**src/logic/dtcal_consts.svh**
```systemverilog
// Purpose: named constants for the excitation DAC trim register bank
// Assumes: AHB-Lite word access, byte addresses as printed
// Notes:   included by the package and the bank module
`ifndef DTCAL_CONSTS_SVH
`define DTCAL_CONSTS_SVH

`define DTCAL_ADDR_W          14
`define DTCAL_OFS_UNLOCK_KEY  14'h2230
`define DTCAL_OFS_GAIN        14'h2260
`define DTCAL_OFS_OFF_ATT_LP  14'h2264
`define DTCAL_OFS_OFF_NAT_LP  14'h2268
`define DTCAL_OFS_OFF_ATT_HS  14'h22b8
`define DTCAL_OFS_OFF_NAT_HS  14'h22bc
`define DTCAL_OFS_DAC_CONFIG  14'h2010
`define DTCAL_OFS_MODE        14'h2300
`define DTCAL_OFS_ACTIVE      14'h2304

`define DTCAL_KEY_VALUE       32'hde87a5af
`define DTCAL_KEY_RESET       32'hde87a5a0
`define DTCAL_GAIN_RESET      12'h800
`define DTCAL_OFF_RESET       12'h000
`define DTCAL_CFG_RESET       13'h001e
`define DTCAL_TRIM_W          12
`define DTCAL_CFG_W           13
`define DTCAL_BIT_GAIN_SEL    12
`define DTCAL_BIT_ATTEN_EN    0
`define DTCAL_BIT_MODE_HS     0
`define DTCAL_OUT_LAT         2
`define DTCAL_CFG_RATE_HI     11
`define DTCAL_CFG_RATE_LO     1
`define DTCAL_HTRANS_NONSEQ   2'h2
`define DTCAL_HSIZE_WORD      3'h2

`endif

```
**src/logic/dtcal_pkg.sv**
```systemverilog
// Purpose: types for the excitation DAC trim register bank
// Assumes: constants header provides the address, trim and config widths
// Notes:   one packed struct carries the whole state of the bank
`include "dtcal_consts.svh"

package dtcal_pkg;

    typedef struct packed {
        logic [`DTCAL_ADDR_W-1:0] addr;
        logic                     write;
        logic                     valid;
    } dtcal_aphase_type;

    typedef struct packed {
        logic [31:0]              unlock_key;
        logic [`DTCAL_TRIM_W-1:0] gain;
        logic [`DTCAL_TRIM_W-1:0] off_att_lp;
        logic [`DTCAL_TRIM_W-1:0] off_nat_lp;
        logic [`DTCAL_TRIM_W-1:0] off_att_hs;
        logic [`DTCAL_TRIM_W-1:0] off_nat_hs;
        logic [`DTCAL_CFG_W-1:0]  dac_config;
        logic                     high_speed;
        logic [`DTCAL_TRIM_W-1:0] active_offset;
        logic [`DTCAL_TRIM_W-1:0] active_gain;
        logic                     gain_select;
        logic                     atten_enable;
        logic [31:0]              rdata;
        dtcal_aphase_type         aphase;
    } dtcal_state_type;

endpackage

```
**src/logic/dtcal_regs.sv**
```systemverilog
// Purpose: trim register bank for the excitation DAC, AHB-Lite slave
// Assumes: single word transfers, one clock, async active-high reset
// Notes:   zero wait states; trims reach the DAC one cycle after a write
`timescale 1ns/1ps
`default_nettype none
`include "dtcal_consts.svh"

module dtcal_regs
    import dtcal_pkg::*;
(
    input  wire logic        i_clk,
    input  wire logic        i_reset,
    input  wire logic        i_hsel,
    input  wire logic [31:0] i_haddr,
    input  wire logic [1:0]  i_htrans,
    input  wire logic        i_hwrite,
    input  wire logic [2:0]  i_hsize,
    input  wire logic [31:0] i_hwdata,
    input  wire logic        i_hready,
    output logic      [31:0] o_hrdata,
    output logic             o_hreadyout,
    output logic             o_hresp,
    output logic      [11:0] o_gain_trim,
    output logic      [11:0] o_offset_trim,
    output logic             o_amp_gain_select,
    output logic             o_output_atten_enable
);

    dtcal_state_type st_r;
    dtcal_state_type st_nxt;
    logic            unlocked;
    logic            take;
    logic            wr;
    logic            rd_next;
    logic [31:0]     rd_val;
    logic [11:0]     sel_off;
    logic [`DTCAL_ADDR_W-1:0] aaddr;

    // ==========================================================
    // bus decode
    // ==========================================================
    assign take = i_hsel && i_hready && (i_htrans == `DTCAL_HTRANS_NONSEQ)
                  && (i_hsize == `DTCAL_HSIZE_WORD);
    assign wr   = st_r.aphase.valid && st_r.aphase.write;
    assign aaddr = i_haddr[`DTCAL_ADDR_W-1:0];
    assign rd_next = take && !i_hwrite;

    // any other value keeps trims locked
    assign unlocked = (st_r.unlock_key == `DTCAL_KEY_VALUE);

    // ==========================================================
    // offset selection
    // ==========================================================
    // atten enabled picks atten word
    always_comb
    begin
        if (st_r.high_speed)
            sel_off = st_r.dac_config[`DTCAL_BIT_ATTEN_EN] ?
                      st_r.off_att_hs : st_r.off_nat_hs;
        else
            sel_off = st_r.dac_config[`DTCAL_BIT_ATTEN_EN] ?
                      st_r.off_att_lp : st_r.off_nat_lp;
    end

    // ==========================================================
    // read mux
    // ==========================================================
    // upper bits of trims read zero
    always_comb
    begin
        rd_val = 32'h0000_0000;
        unique case (aaddr)
            `DTCAL_OFS_UNLOCK_KEY: rd_val = st_r.unlock_key;
            `DTCAL_OFS_GAIN:       rd_val = {20'h00000, st_r.gain};
            `DTCAL_OFS_OFF_ATT_LP: rd_val = {20'h00000, st_r.off_att_lp};
            `DTCAL_OFS_OFF_NAT_LP: rd_val = {20'h00000, st_r.off_nat_lp};
            `DTCAL_OFS_OFF_ATT_HS: rd_val = {20'h00000, st_r.off_att_hs};
            `DTCAL_OFS_OFF_NAT_HS: rd_val = {20'h00000, st_r.off_nat_hs};
            `DTCAL_OFS_DAC_CONFIG: rd_val = {19'h00000, st_r.dac_config};
            `DTCAL_OFS_MODE:       rd_val = {31'h00000000, st_r.high_speed};
            `DTCAL_OFS_ACTIVE:     rd_val = {8'h00, st_r.active_gain,
                                             st_r.active_offset};
            default:               rd_val = 32'h0000_0000;
        endcase
    end

    // ==========================================================
    // next state
    // ==========================================================
    always_comb
    begin
        st_nxt = st_r;
        st_nxt.aphase.valid = take;
        st_nxt.aphase.write = i_hwrite;
        st_nxt.aphase.addr  = aaddr;
        if (rd_next)
            st_nxt.rdata = rd_val;
        else
            st_nxt.rdata = 32'h0000_0000;
        if (wr)
        begin
            unique case (st_r.aphase.addr)
                `DTCAL_OFS_UNLOCK_KEY:
                    st_nxt.unlock_key = i_hwdata;
                `DTCAL_OFS_GAIN:
                    if (unlocked)
                        st_nxt.gain = i_hwdata[`DTCAL_TRIM_W-1:0];
                `DTCAL_OFS_OFF_ATT_LP:
                    if (unlocked)
                        st_nxt.off_att_lp = i_hwdata[`DTCAL_TRIM_W-1:0];
                `DTCAL_OFS_OFF_NAT_LP:
                    if (unlocked)
                        st_nxt.off_nat_lp = i_hwdata[`DTCAL_TRIM_W-1:0];
                `DTCAL_OFS_OFF_ATT_HS:
                    if (unlocked)
                        st_nxt.off_att_hs = i_hwdata[`DTCAL_TRIM_W-1:0];
                `DTCAL_OFS_OFF_NAT_HS:
                    if (unlocked)
                        st_nxt.off_nat_hs = i_hwdata[`DTCAL_TRIM_W-1:0];
                // config is not calibration data, never locked
                `DTCAL_OFS_DAC_CONFIG:
                    st_nxt.dac_config = i_hwdata[`DTCAL_CFG_W-1:0];
                `DTCAL_OFS_MODE:
                    st_nxt.high_speed = i_hwdata[`DTCAL_BIT_MODE_HS];
                default:
                    st_nxt.high_speed = st_r.high_speed;
            endcase
        end
        // single gain word for every combination
        st_nxt.active_gain   = st_r.gain;
        // offset passed as signed code unchanged
        st_nxt.active_offset = sel_off;
        st_nxt.gain_select   = st_r.dac_config[`DTCAL_BIT_GAIN_SEL];
        st_nxt.atten_enable  = st_r.dac_config[`DTCAL_BIT_ATTEN_EN];
    end

    // ==========================================================
    // state register
    // ==========================================================
    always_ff @(posedge i_clk or posedge i_reset)
    begin
        if (i_reset)
        begin
            st_r.unlock_key    <= `DTCAL_KEY_RESET;
            st_r.gain          <= `DTCAL_GAIN_RESET;
            st_r.off_att_lp    <= `DTCAL_OFF_RESET;
            st_r.off_nat_lp    <= `DTCAL_OFF_RESET;
            st_r.off_att_hs    <= `DTCAL_OFF_RESET;
            st_r.off_nat_hs    <= `DTCAL_OFF_RESET;
            st_r.dac_config    <= `DTCAL_CFG_RESET;
            st_r.high_speed    <= 1'b0;
            st_r.active_offset <= `DTCAL_OFF_RESET;
            st_r.active_gain   <= `DTCAL_GAIN_RESET;
            st_r.gain_select   <= 1'b0;
            st_r.atten_enable  <= 1'b0;
            st_r.rdata         <= 32'h0000_0000;
            st_r.aphase        <= '0;
        end
        else
            st_r <= st_nxt;
    end

    assign o_hrdata              = st_r.rdata;
    assign o_hreadyout           = 1'b1;
    assign o_hresp               = 1'b0;
    assign o_gain_trim           = st_r.active_gain;
    assign o_offset_trim         = st_r.active_offset;
    assign o_amp_gain_select     = st_r.gain_select;
    assign o_output_atten_enable = st_r.atten_enable;
endmodule
`default_nettype wire

```
**config.mk**
```make
export PLATFORM = sky130hd
export DESIGN_NAME = dtcal_regs
export DESIGN_NICKNAME = d
export VERILOG_FILES = /design/src/logic/dtcal_pkg.sv /design/src/logic/dtcal_regs.sv
export VERILOG_INCLUDE_DIRS = /design/src /design/src/logic
export SDC_FILE = /design/constraint.sdc
export NUM_CORES = 1
export LEC_CHECK = 0
export BUFFER_PORTS_ARGS = -buffer_cell sky130_fd_sc_hd__buf_2
export CAP_MARGIN = 20
export CORE_AREA = 4 4 134 136
export CTS_CLUSTER_SIZE = 10
export DETAILED_ROUTE_END_ITERATION = 10
export DIE_AREA = 0 0 138 140
export GPL_TIMING_DRIVEN = 0
export PLACE_DENSITY = 0.75
export SETUP_SLACK_MARGIN = 0.3
export SYNTH_ARGS = -nofsm -noshare
export SYNTH_HDL_FRONTEND = slang
export SYNTH_SLANG_ARGS = --single-unit
```
**constraint.sdc**
```tcl
create_clock -name i_clk -period 15.6 [get_ports i_clk]
set_input_delay 1.56 -clock i_clk [delete_from_list [all_inputs] [get_ports i_clk]]
set_output_delay 1.56 -clock i_clk [all_outputs]
set_load 0.02 [all_outputs]
```
Word level (Yosys, flattened, before mapping). Index checks and enable logic that the tools add are counted. Widths: inputs -> output; s select.

Register bits after elaboration: 180. Input bits: 74. Output and inout bits: 60. Logic and storage cells: 55.

Equality and inequality tests: 20. Multiplexer cells: 5. Reductions and logical operators: 14.

Operator list (number): $pmux 32 s9 (1); $eq 14x14->1 const B (17); $mux 12 (3); $eq 32x32->1 const B (1); $mux 32 (1); $reduce_and 3->1 (5); $reduce_and 2->1 (3); $logic_and 1x1->1 (5); $eq 3x2->1 const B (1); $eq 2x2->1 const B (1); $logic_not 1->1 (1).

Logic depth before layout (Yosys ltp). Gate-level depths: netlist of the first run.

Word-level depth: 5. Gate-level depth with buffers: 7. Depth with buffers taken out: 5.

Worst setup path before layout of the first run. OpenSTA, ideal clock, no wires.

Path kind: input port to flip-flop. Start point: input i_haddr[1]. End point: register st_r (netlist bit o_hrdata[10]). Arrival time: 3.742 ns. Setup slack: 11.779 ns. Stages: 7. Path buffers: 2. Path through: or4_1 or3b_2 clkbuf_1 nor3_1 clkbuf_1 a222oi_1 a21oi_1.

RTL lines: from (decl) (line dtcal_regs.sv:14) `input wire logic [31:0] i_haddr,`; to (signal assigned) (line dtcal_regs.sv:160) `st_r <= st_nxt;`; to (decl) (line dtcal_regs.sv:29) `dtcal_state_type st_r;`.

==> results of run 1 <==
==> logic make-up after synthesis <==
group / Yosys count / share of synthesized area
AND/OR/NAND/NOR: 114 / 0.0887
flip-flops: 180 / 0.572
AO/OA/AOI/OAI: 69 / 0.0638
buffers and inverters: 87 / 0.0702
other: 2 / 0.000947
multiplexers: 130 / 0.205
==> placed cells by master, fill, tap and decap left out, types with 14 or more instances in the layout <==
cell | Yosys | routed
nor2_1 | 22 | 22
clkbuf_16 | 0 | 17
clkbuf_1 | 15 | 18
buf_4 | 58 | 61
buf_2 | 4 | 118
mux2_2 | 96 | 96
a22oi_1 | 20 | 20
dfrtp_1 | 158 | 158
a222oi_1 | 14 | 14
dfstp_2 | 22 | 22
==> path summary, 6_finish.rpt <==
| kind | end | slack, ns | cells past startpoint |
|---|---|---|---|
| worst max-delay path | o_hrdata[3] | 11.11 | 8 |
| worst max register to register | st_r[129] | 12.33 | 6 |
| min in group asynchronous | o_hrdata[27] | 1.12 | 2 |
| worst min-delay path | o_output_atten_enable | 0.39 | 0 |
| worst min register to register | o_output_atten_enable | 0.39 | 0 |
| max in group asynchronous | o_hrdata[0] | 13.56 | 3 |
==> synth_stat cells (all sizes together) (2+ instances only) <==
cell type  count
a21oi          9
a222oi        14
a22oi         20
a31oi          4
a32oi          3
and2           8
and3           4
buf           68
clkbuf        15
conb           2
dfrtp        158
dfstp         22
inv            4
mux2         106
mux2i         12
mux4          12
nand2         12
nand2b         3
nand3          7
nand3b         3
nand4          4
nand4b         9
nor2          22
nor2b          3
nor3           8
nor3b          4
nor4           9
nor4bb         2
o211ai         2
o21ai         10
o22ai          2
or2            3
or3b           3
or4            5
==> through the flow <==
| stage | area, sq um | utilization | total power (uW) | setup slack [ns] | cells |
|---|---|---|---|---|---|
| after floorplan | 7930 | - | 512 | 9.19 | 582 |
| after global placement | 8770 | 0.518 | 532 | 7.63 | 920 |
| after detailed placement | 8850 | 0.522 | 535 | 10.69 | 925 |
| after CTS | 9490 | 0.560 | 987 | 11.12 | 957 |
| after global routing | 9490 | 0.560 | 1010 | 11.05 | 957 |
| final | 9490 | 0.560 | 983 | 11.11 | 957 |
==> cell type report <==
cell class | instances | area [sq um]
buffer | 83 | 542
inverter | 4 | 22.5
fill | 1384 | 7450
clock inverter | 8 | 146
timing repair buffer | 118 | 621
sequential | 180 | 4530
tap | 225 | 282
multi-input combinational | 315 | 2850
clock buffer | 24 | 492
==> sequential cells by signal, indices dropped and copies added (netlist names) <==
register and count:
o_output_atten_enable 1, o_hrdata 32, st_nxt 14, o_amp_gain_select 1
st_r 108, o_offset_trim 12, o_gain_trim 12
==> metal layers <==
layer	vias to the layer above	global-route usage	wire length [um]
met2	331	0.369	10200
met4	2	0.0858	574
met1	2748	0.262	7900
met5	-	0	13
met3	54	0.0509	1710
li1	2373	-	-
==> power groups by stage <==
stage                     clock network (uW)  logic, uW  registers (uW)
after CTS                                460       47.2             480
final                                    456       46.9             481
after floorplan                            0       25.5             487
after global placement                     0       43.8             488
after global routing                     480       51.3             481
after detailed placement                   0       46.7             488
==> metrics.txt, run 1 <==
TritonCTS clock tree=built; clock transition at the registers of the reported paths=0.06 ns; starting density of the core=0.468; Final nets=793; area growth from synthesis to layout=19.7%; Synth top area share=0.499; cell mode on critical path=clkbuf_1; Final Hold Viols=0; clk sinks=180; total gr overflow=0; port buffer count=113; Int Pwr=777 uW; CP Cell Sequence=buf_2 -> or4_1 -> or3b_2 -> clkbuf_1 -> nor3_1 -> clkbuf_1 -> a22oi_1 -> a31oi_1; dominant cell type by area after synthesis=dfrtp_1; Logic pwr share=0.048; Tcrit/Tclk final=0.288; fin. max-slew vios=0; ys flop type=dfrtp_1; Bufs and invs on worst path=3; Max Clock Freq=223 MHz; Die ar.=19,300 sq um; Lkg Pwr=0.00451 uW; drc violations=0; core area=16,900 sq um; top fanout value on the critical path=10; Post-CTS Setup Bufs=0; drt pass-1 iters=6; setup TNS=0 ns; vias in the first global route=5,812; routed vias/inst=5.76; Mapped Area=7930 sq um; RR Startpoint=st_r[167]; H-tree depth=4; ant diodes=0; fin crit period=4.49 ns; DIE HEIGHT=140 um; share of cells above drive strength 1=0.497; first-pass GRT wire length=32,200 um; mean post-synth cell area=13.6 sq um; slowest CP cell=nor3_1; Post-Synthesis Cells=582; Worst setup EP type=register; worst hold margin=0.391 ns; CP Class=in -> reg; CP arrival=4.81 ns; Ports=134; Slew @ Worst Pin=1.01 ns; Yosys Warn Count=0; Mapped Nets=656; setup violators final=0; Resize count post-CTS=0; EDFF count, synth=0; maximum vdd drop=0.0000903 V; P_sw=206 uW; pin count of the biggest net entering global routing=136; min-delay src=st_nxt[48]; Slew headroom=0.327; Rows=48; Clk pwr share=0.464; Total GRT Usage=0.214; CP Launch Point=i_haddr[1]; clock skew=0.0107 ns; Flop pwr share=0.489; Yosys cell types=50; RePlAce Congestion=0.928; status=finished, final reports clean; RSZ-0062 raised after global routing=no; Synth async-reset ratio=1.00; Crit path required time=15.92 ns; clk_lat worst skew=0.43 ns; DP Wirelength=14,200 um; Hold-fix buffers, CTS=0; routed vias=5,508; CTS root buf=clkbuf_16; Routed WL=20,400 um; FF+latch count, synth=180; antenna violations before repair=1; Hold Path Class=reg -> reg; WL per Instance=21.3 um; ranking of synthesized cells by area=dfrtp_1, mux2_2, dfstp_2, buf_4, mux4_2; post-synthesis sequential area ratio=0.572; max incr delay on CP=0.71 ns; Pwr Density=104 nW/um^2; type of origin of the critical path=input pin; DIE WIDTH=138 um; max cap viols=0; Initial DRC Count=519; sw frac=0.209; Top delay family on crit path=simple AND/OR/NAND/NOR gates; Num CTS Buffers=17; Post-DRT Antenna Nets=0; clk buf depth=2
Note: power is estimated with default switching activity, not from simulation.
==> inputs of run 2 (changes only) <==
PLACE_DENSITY = 0.78   (was 0.75)
clock period = 3.7 ns   (was 15.6 ns; I/O delays follow)
==> metrics.txt, run 2 (synthesized netlist as in run 1, its figures left out) <==
status=finished, final reports clean; top fanout value on the critical path=10 (unchanged); slowest CP cell=nor3_1; commonest cells after routing, fill and taps aside=dfrtp_1, buf_2, mux2_2; clk sinks=180 (unchanged); CP arrival=3.64 ns (-1.17 ns); Bufs and invs on worst path=3 (unchanged); max reg flops=108 (unchanged); Filler cells=1,401 (+1.2%); RR Startpoint=st_r[167]; design area=9480 sq um (about the same); clock skew=0.00999 ns (-0.000742 ns); area growth from synthesis to layout=19.6% (about the same); Slew headroom=0.321 (-0.00656); Post-DP Area=8900 sq um (+0.55%); Tcrit/Tclk final=0.895; Post-DRT Antenna Nets=0 (unchanged); Die ar.=19,300 sq um (unchanged); Total GRT Usage=0.206 (-0.00792); Max Clock Freq=302 MHz; TritonCTS clock tree=built; commonest non-fill, non-tap cell in the layout=dfrtp_1; CP Class=in -> reg; starting density of the core=0.468 (unchanged); cell mode on critical path=clkbuf_1; Top reg by flops=st_r; RSZ-0062 raised after global routing=no; WL per Instance=20.3 um (-5.1%); antenna violations before repair=1 (unchanged); type of origin of the critical path=input pin; Crit path required time=4.03 ns (-11.89 ns); multi-input logic area=2860 sq um (+0.18%); worst slack, placed=0.00671 ns (-10.68 ns); pin count of the biggest net entering global routing=45 (-67%); H-tree depth=4 (unchanged); Lkg Pwr=0.00449 uW (-0.34%); max cap viols=0 (unchanged); Ports=134 (unchanged); Worst R2R Setup Slack=0.42 ns (-11.91 ns); DIE HEIGHT=140 um (unchanged); drt pass-1 iters=6 (unchanged); Routed WL=19,400 um (-4.8%); ant diodes=0 (unchanged); Clk pwr share=0.440 (-0.024); sw frac=0.232 (+0.0232); setup violators final=0 (unchanged); clock transition at the registers of the reported paths=0.06 ns (about the same); vias in the first global route=5,535 (-4.8%); fin worst setup slack=0.390 ns (-10.72 ns); Worst setup EP type=register; hold path depth=1 (+1); Final nets=796 (+0.38%); Sequential cell area=4530 sq um (unchanged); CP Cell Sequence=buf_2 -> or4_1 -> or3b_2 -> clkbuf_1 -> nor3_1 -> clkbuf_1 -> a22oi_1 -> a31oi_1; Pwr Density=419 nW/um^2 (+300%); fin crit period=3.31 ns; RePlAce Congestion=0.904 (-2.6%); Flop pwr share=0.509 (+0.020); min-delay src=i_haddr[11]; depth of the most critical reg-to-reg path=6 (unchanged); drc violations=0 (unchanged); clk buf depth=2 (unchanged); first-pass GRT wire length=31,000 um (-3.9%); DIE WIDTH=138 um (unchanged); Slew @ Worst Pin=1.02 ns (+0.00980 ns); clk_lat worst skew=0.43 ns (about the same); Rows=48 (unchanged); Int Pwr=3050 uW (+290%); Num CTS Buffers=17 (unchanged); reg2reg end=st_r[96]; max incr delay on CP=0.73 ns (+0.02 ns); port buffer count=113 (unchanged); Hold EP=st_r[13]; Initial DRC Count=653 (+26%); routed vias/inst=5.64 (-2.1%); DP Wirelength=13,900 um (-2.4%); Top delay family on crit path=simple AND/OR/NAND/NOR gates; Hold-fix buffers, CTS=0 (unchanged); share of cells above drive strength 1=0.505 (+0.00749); total gr overflow=0 (unchanged); routed vias=5,410 (-1.8%); fin. max-slew vios=0 (unchanged); core area=16,900 sq um (unchanged); Hold Path Class=in -> reg; P_sw=924 uW (+350%); maximum vdd drop=0.000358 V (+300%); Final Hold Viols=0 (unchanged); CTS root buf=clkbuf_16; Logic pwr share=0.050 (+0.002)
==> run 2: cell count changes in the layout (fill, tap and decap cells not counted), moves of 2 or more <==
cell	before	now
buf_12	0	4
inv_6	0	4
bufinv_16	4	1
clkbuf_1	18	15
clkinvlp_4	1	4
clkbuf_8	4	2
clkinv_4	1	3
==> run 2: worst register-to-register path, cell delays in order (launching register included) <==
cell	delay [ns]
dfrtp_1	0.40
or4_1	0.55
or4_1	0.50
or4_4	0.49
nor3_1	0.41
buf_2	0.42
mux2_2	0.39
==> run 2: power by group through the flow <==
stage | sequential (uW) | combinational, uW | clock (uW)
final | 2020 | 200 | 1750
after global routing | 2030 | 221 | 1850
after CTS | 2020 | 202 | 1760
after detailed placement | 2060 | 202 | 0
after global placement | 2060 | 188 | 0
after floorplan | 2050 | 108 | 0
==> run 2: worst max path at each step <==
stage	from	endpoint	slack (ns)	depth (start not counted)
6_report	i_haddr[1]	o_hrdata[3]	0.39	8
5_1_grt	i_haddr[1]	o_hrdata[3]	0.33	8
4_1_cts	st_r[167]	st_r[102]	0.37	6
3_5_place_dp	i_haddr[1]	o_hrdata[3]	0.007	8
3_3_place_gp	i_haddr[3]	o_hrdata[1]	-0.24	7
2_1_floorplan	st_r[167]	st_nxt[50]	0.91	6
==> run 2: stage by stage <==
| step | std cells | util | total power [uW] | hold slack, ns | setup TNS [ns] |
|---|---|---|---|---|---|
| final | 960 | 0.560 | 3980 | 0.0547 | 0 |
| after global routing | 960 | 0.560 | 4100 | 0.0437 | 0 |
| after CTS | 960 | 0.559 | 3990 | 0.0448 | 0 |
| after detailed placement | 928 | 0.525 | 2260 | 0.360 | 0 |
| after global placement | 920 | 0.518 | 2250 | 0.375 | -0.454 |
| after floorplan | 582 | - | 2160 | 0.352 | 0 |
==> run 2: timing repair <==
action,4_1_cts,5_1_grt
setup buffers,0,0
endpoints found under the setup margin,0,10
resized for setup,0,2
==> run 2: cell type report <==
class | instances | area share
sequential | 180 | 0.478
multi-input combinational | 315 | 0.301
timing repair buffer | 121 | 0.0710
buffer | 83 | 0.0574
clock buffer | 19 | 0.0478
tap | 225 | 0.0297
clock inverter | 13 | 0.0131
inverter | 4 | 0.00198
==> run 2: layer usage <==
metal,global-route usage,share of wire,vias up
met1,0.261,0.40,2706
met3,0.0563,0.082,44
met2,0.338,0.49,269
met4,0.0863,0.028,2
met5,0,0.00067,-
li1,-,-,2389
==> inputs of run 3 (changes only) <==
BUFFER_PORTS_ARGS = default   (was -buffer_cell sky130_fd_sc_hd__buf_2)
DONT_BUFFER_PORTS = 1   (was default)
PLACE_DENSITY = default   (was 0.78)
==> metrics.txt, run 3 (synthesized netlist as in run 1, its figures left out) <==
status=finished, final reports clean; Routed WL=20,600 um (+6.0%); routed vias=5,109 (-5.6%); maximum vdd drop=0.000309 V (-14%); P_sw=901 uW (-2.5%); Pwr Density=450 nW/um^2 (+7.4%); drc violations=0 (unchanged); total gr overflow=0 (unchanged); commonest cells after routing, fill and taps aside=dfrtp_1, mux2_2, buf_4; type of origin of the critical path=input pin; Max Clock Freq=292 MHz (-3.2%); commonest non-fill, non-tap cell in the layout=dfrtp_1; vias in the first global route=5,394 (-2.5%); Final nets=700 (-12%); DIE WIDTH=138 um (unchanged); multi-input logic area=2850 sq um (-0.18%); pin count of the biggest net entering global routing=46 (+2.2%); Sequential cell area=4530 sq um (unchanged); CP Class=in -> reg; setup violators final=0 (unchanged); port buffer count=0 (-100%); RSZ-0062 raised after global routing=no; fin crit period=3.42 ns (+0.110 ns); Resize count post-CTS=0 (unchanged); first-pass GRT wire length=31,900 um (+3.1%); clk buf depth=2 (unchanged); Initial DRC Count=656 (+0.46%); CTS root buf=clkbuf_16; worst hold margin=0.0821 ns (+0.0274 ns); CP arrival=3.74 ns (+0.10 ns); starting density of the core=0.468 (unchanged); Total GRT Usage=0.217 (+0.0105); Die ar.=19,300 sq um (unchanged); design area=9160 sq um (-3.4%); TritonCTS clock tree=built; max cap viols=0 (unchanged); Post-DP Area=8360 sq um (-6.0%); DIE HEIGHT=140 um (unchanged); clk_lat worst skew=0.43 ns (about the same); Top reg by flops=st_r; fin. max-slew vios=0 (unchanged); Filler cells=1,434 (+2.4%); top fanout value on the critical path=10 (unchanged); routed vias/inst=5.91 (+4.9%); Crit path required time=4.02 ns (about the same); Logic pwr share=0.040 (-0.010); Int Pwr=3230 uW (+5.7%); share of cells above drive strength 1=0.404 (-0.101); clock skew=0.00930 ns (-0.000694 ns); Worst setup EP type=register; WL per Instance=23.8 um (+18%); Final Hold Viols=0 (unchanged); clk sinks=180 (unchanged); Lkg Pwr=0.00408 uW (-9.2%); Tcrit/Tclk final=0.924 (+0.0298); antenna violations before repair=0 (-1); setup TNS=0 ns (unchanged); ant diodes=0 (unchanged); Hold Path Class=in -> reg; Ports=134 (unchanged); worst slack, placed=-0.130 ns (-0.137 ns); Rows=48 (unchanged); DP Wirelength=14,400 um (+3.6%); area growth from synthesis to layout=15.6%; Power Total=4130 uW (+3.8%); core area=16,900 sq um (unchanged); drt pass-1 iters=8 (+2); RePlAce Congestion=0.850 (-6.0%); Slew headroom=0.243 (-0.0773); fin worst setup slack=0.280 ns (-0.110 ns); sw frac=0.218 (-0.0141); max reg flops=108 (unchanged); Clk pwr share=0.469 (+0.029); Flop pwr share=0.491 (-0.018); Slew @ Worst Pin=1.13 ns (+0.116 ns); Post-DRT Antenna Nets=0 (unchanged); clock transition at the registers of the reported paths=0.07 ns (about the same); Num CTS Buffers=17 (unchanged); H-tree depth=4 (unchanged)
-- run 3: cell types whose count changed in the layout (fill, tap and decap cells not counted), moves of 2 or more --
cell           change
clkinv_4           -2
buf_2            -112
bufinv_16          +3
dlygate4sd3_1     +16
-- run 3: repair_timing --
action | CTS | global route
hold endpoints to repair | 44 | 0
hold buffers | 16 | 0
setup buffers | 0 | 0
-- run 3: final timing paths --
| path | cells past startpoint | end | slack (ns) | start |
|---|---|---|---|---|
| worst max-delay path | 7 | o_hrdata[3] | 0.28 | i_haddr[1] |
| worst min-delay path | 1 | st_nxt[50] | 0.08 | i_hwdata[0] |
| worst max register to register | 6 | st_r[104] | 0.38 | st_r[167] |
| worst min register to register | 0 | o_output_atten_enable | 0.40 | st_nxt[48] |
| max in group asynchronous | 4 | st_r[165] | 2.22 | i_reset |
| min in group asynchronous | 2 | st_r[7] | 0.52 | i_reset |
-- run 3: metrics by stage --
stage | util | cells
CTS | 0.541 | 864
detailed placement | 0.494 | 816
global route | 0.541 | 864
floorplan | - | 582
global placement | 0.485 | 807
finish | 0.541 | 864
-- run 3: final cells by class --
class	instances	share of cell area
Buffer	83	0.0591
Multi-Input combinational cell	315	0.311
Tap cell	225	0.0307
Clock buffer	18	0.0479
Timing Repair Buffer	25	0.0326
Sequential cell	180	0.495
Clock inverter	14	0.0217
Inverter	4	0.00205
-- run 3: power by group through the flow --
stage | clock network (uW) | registers [uW] | logic [uW]
CTS | 1960 | 2030 | 167
floorplan | 0 | 2050 | 108
global route | 2060 | 2030 | 180
detailed placement | 0 | 2060 | 153
global placement | 0 | 2060 | 135
finish | 1940 | 2030 | 164
-- run 3: critical path, stage by stage --
cell	delay, ns
or4_1	0.61
or3b_2	0.49
clkbuf_1	0.22
nor3_1	0.88
clkbuf_1	0.66
a22oi_1	0.20
a31oi_1	0.30
-- run 3: per-layer routing --
| metal | routed length [um] | vias to the layer above | global-route usage |
|---|---|---|---|
| li1 | - | 2189 | - |
| met1 | 8510 | 2629 | 0.288 |
| met2 | 10200 | 255 | 0.355 |
| met3 | 1480 | 36 | 0.0509 |
| met4 | 383 | 0 | 0.0718 |
| met5 | 0 | - | 0 |
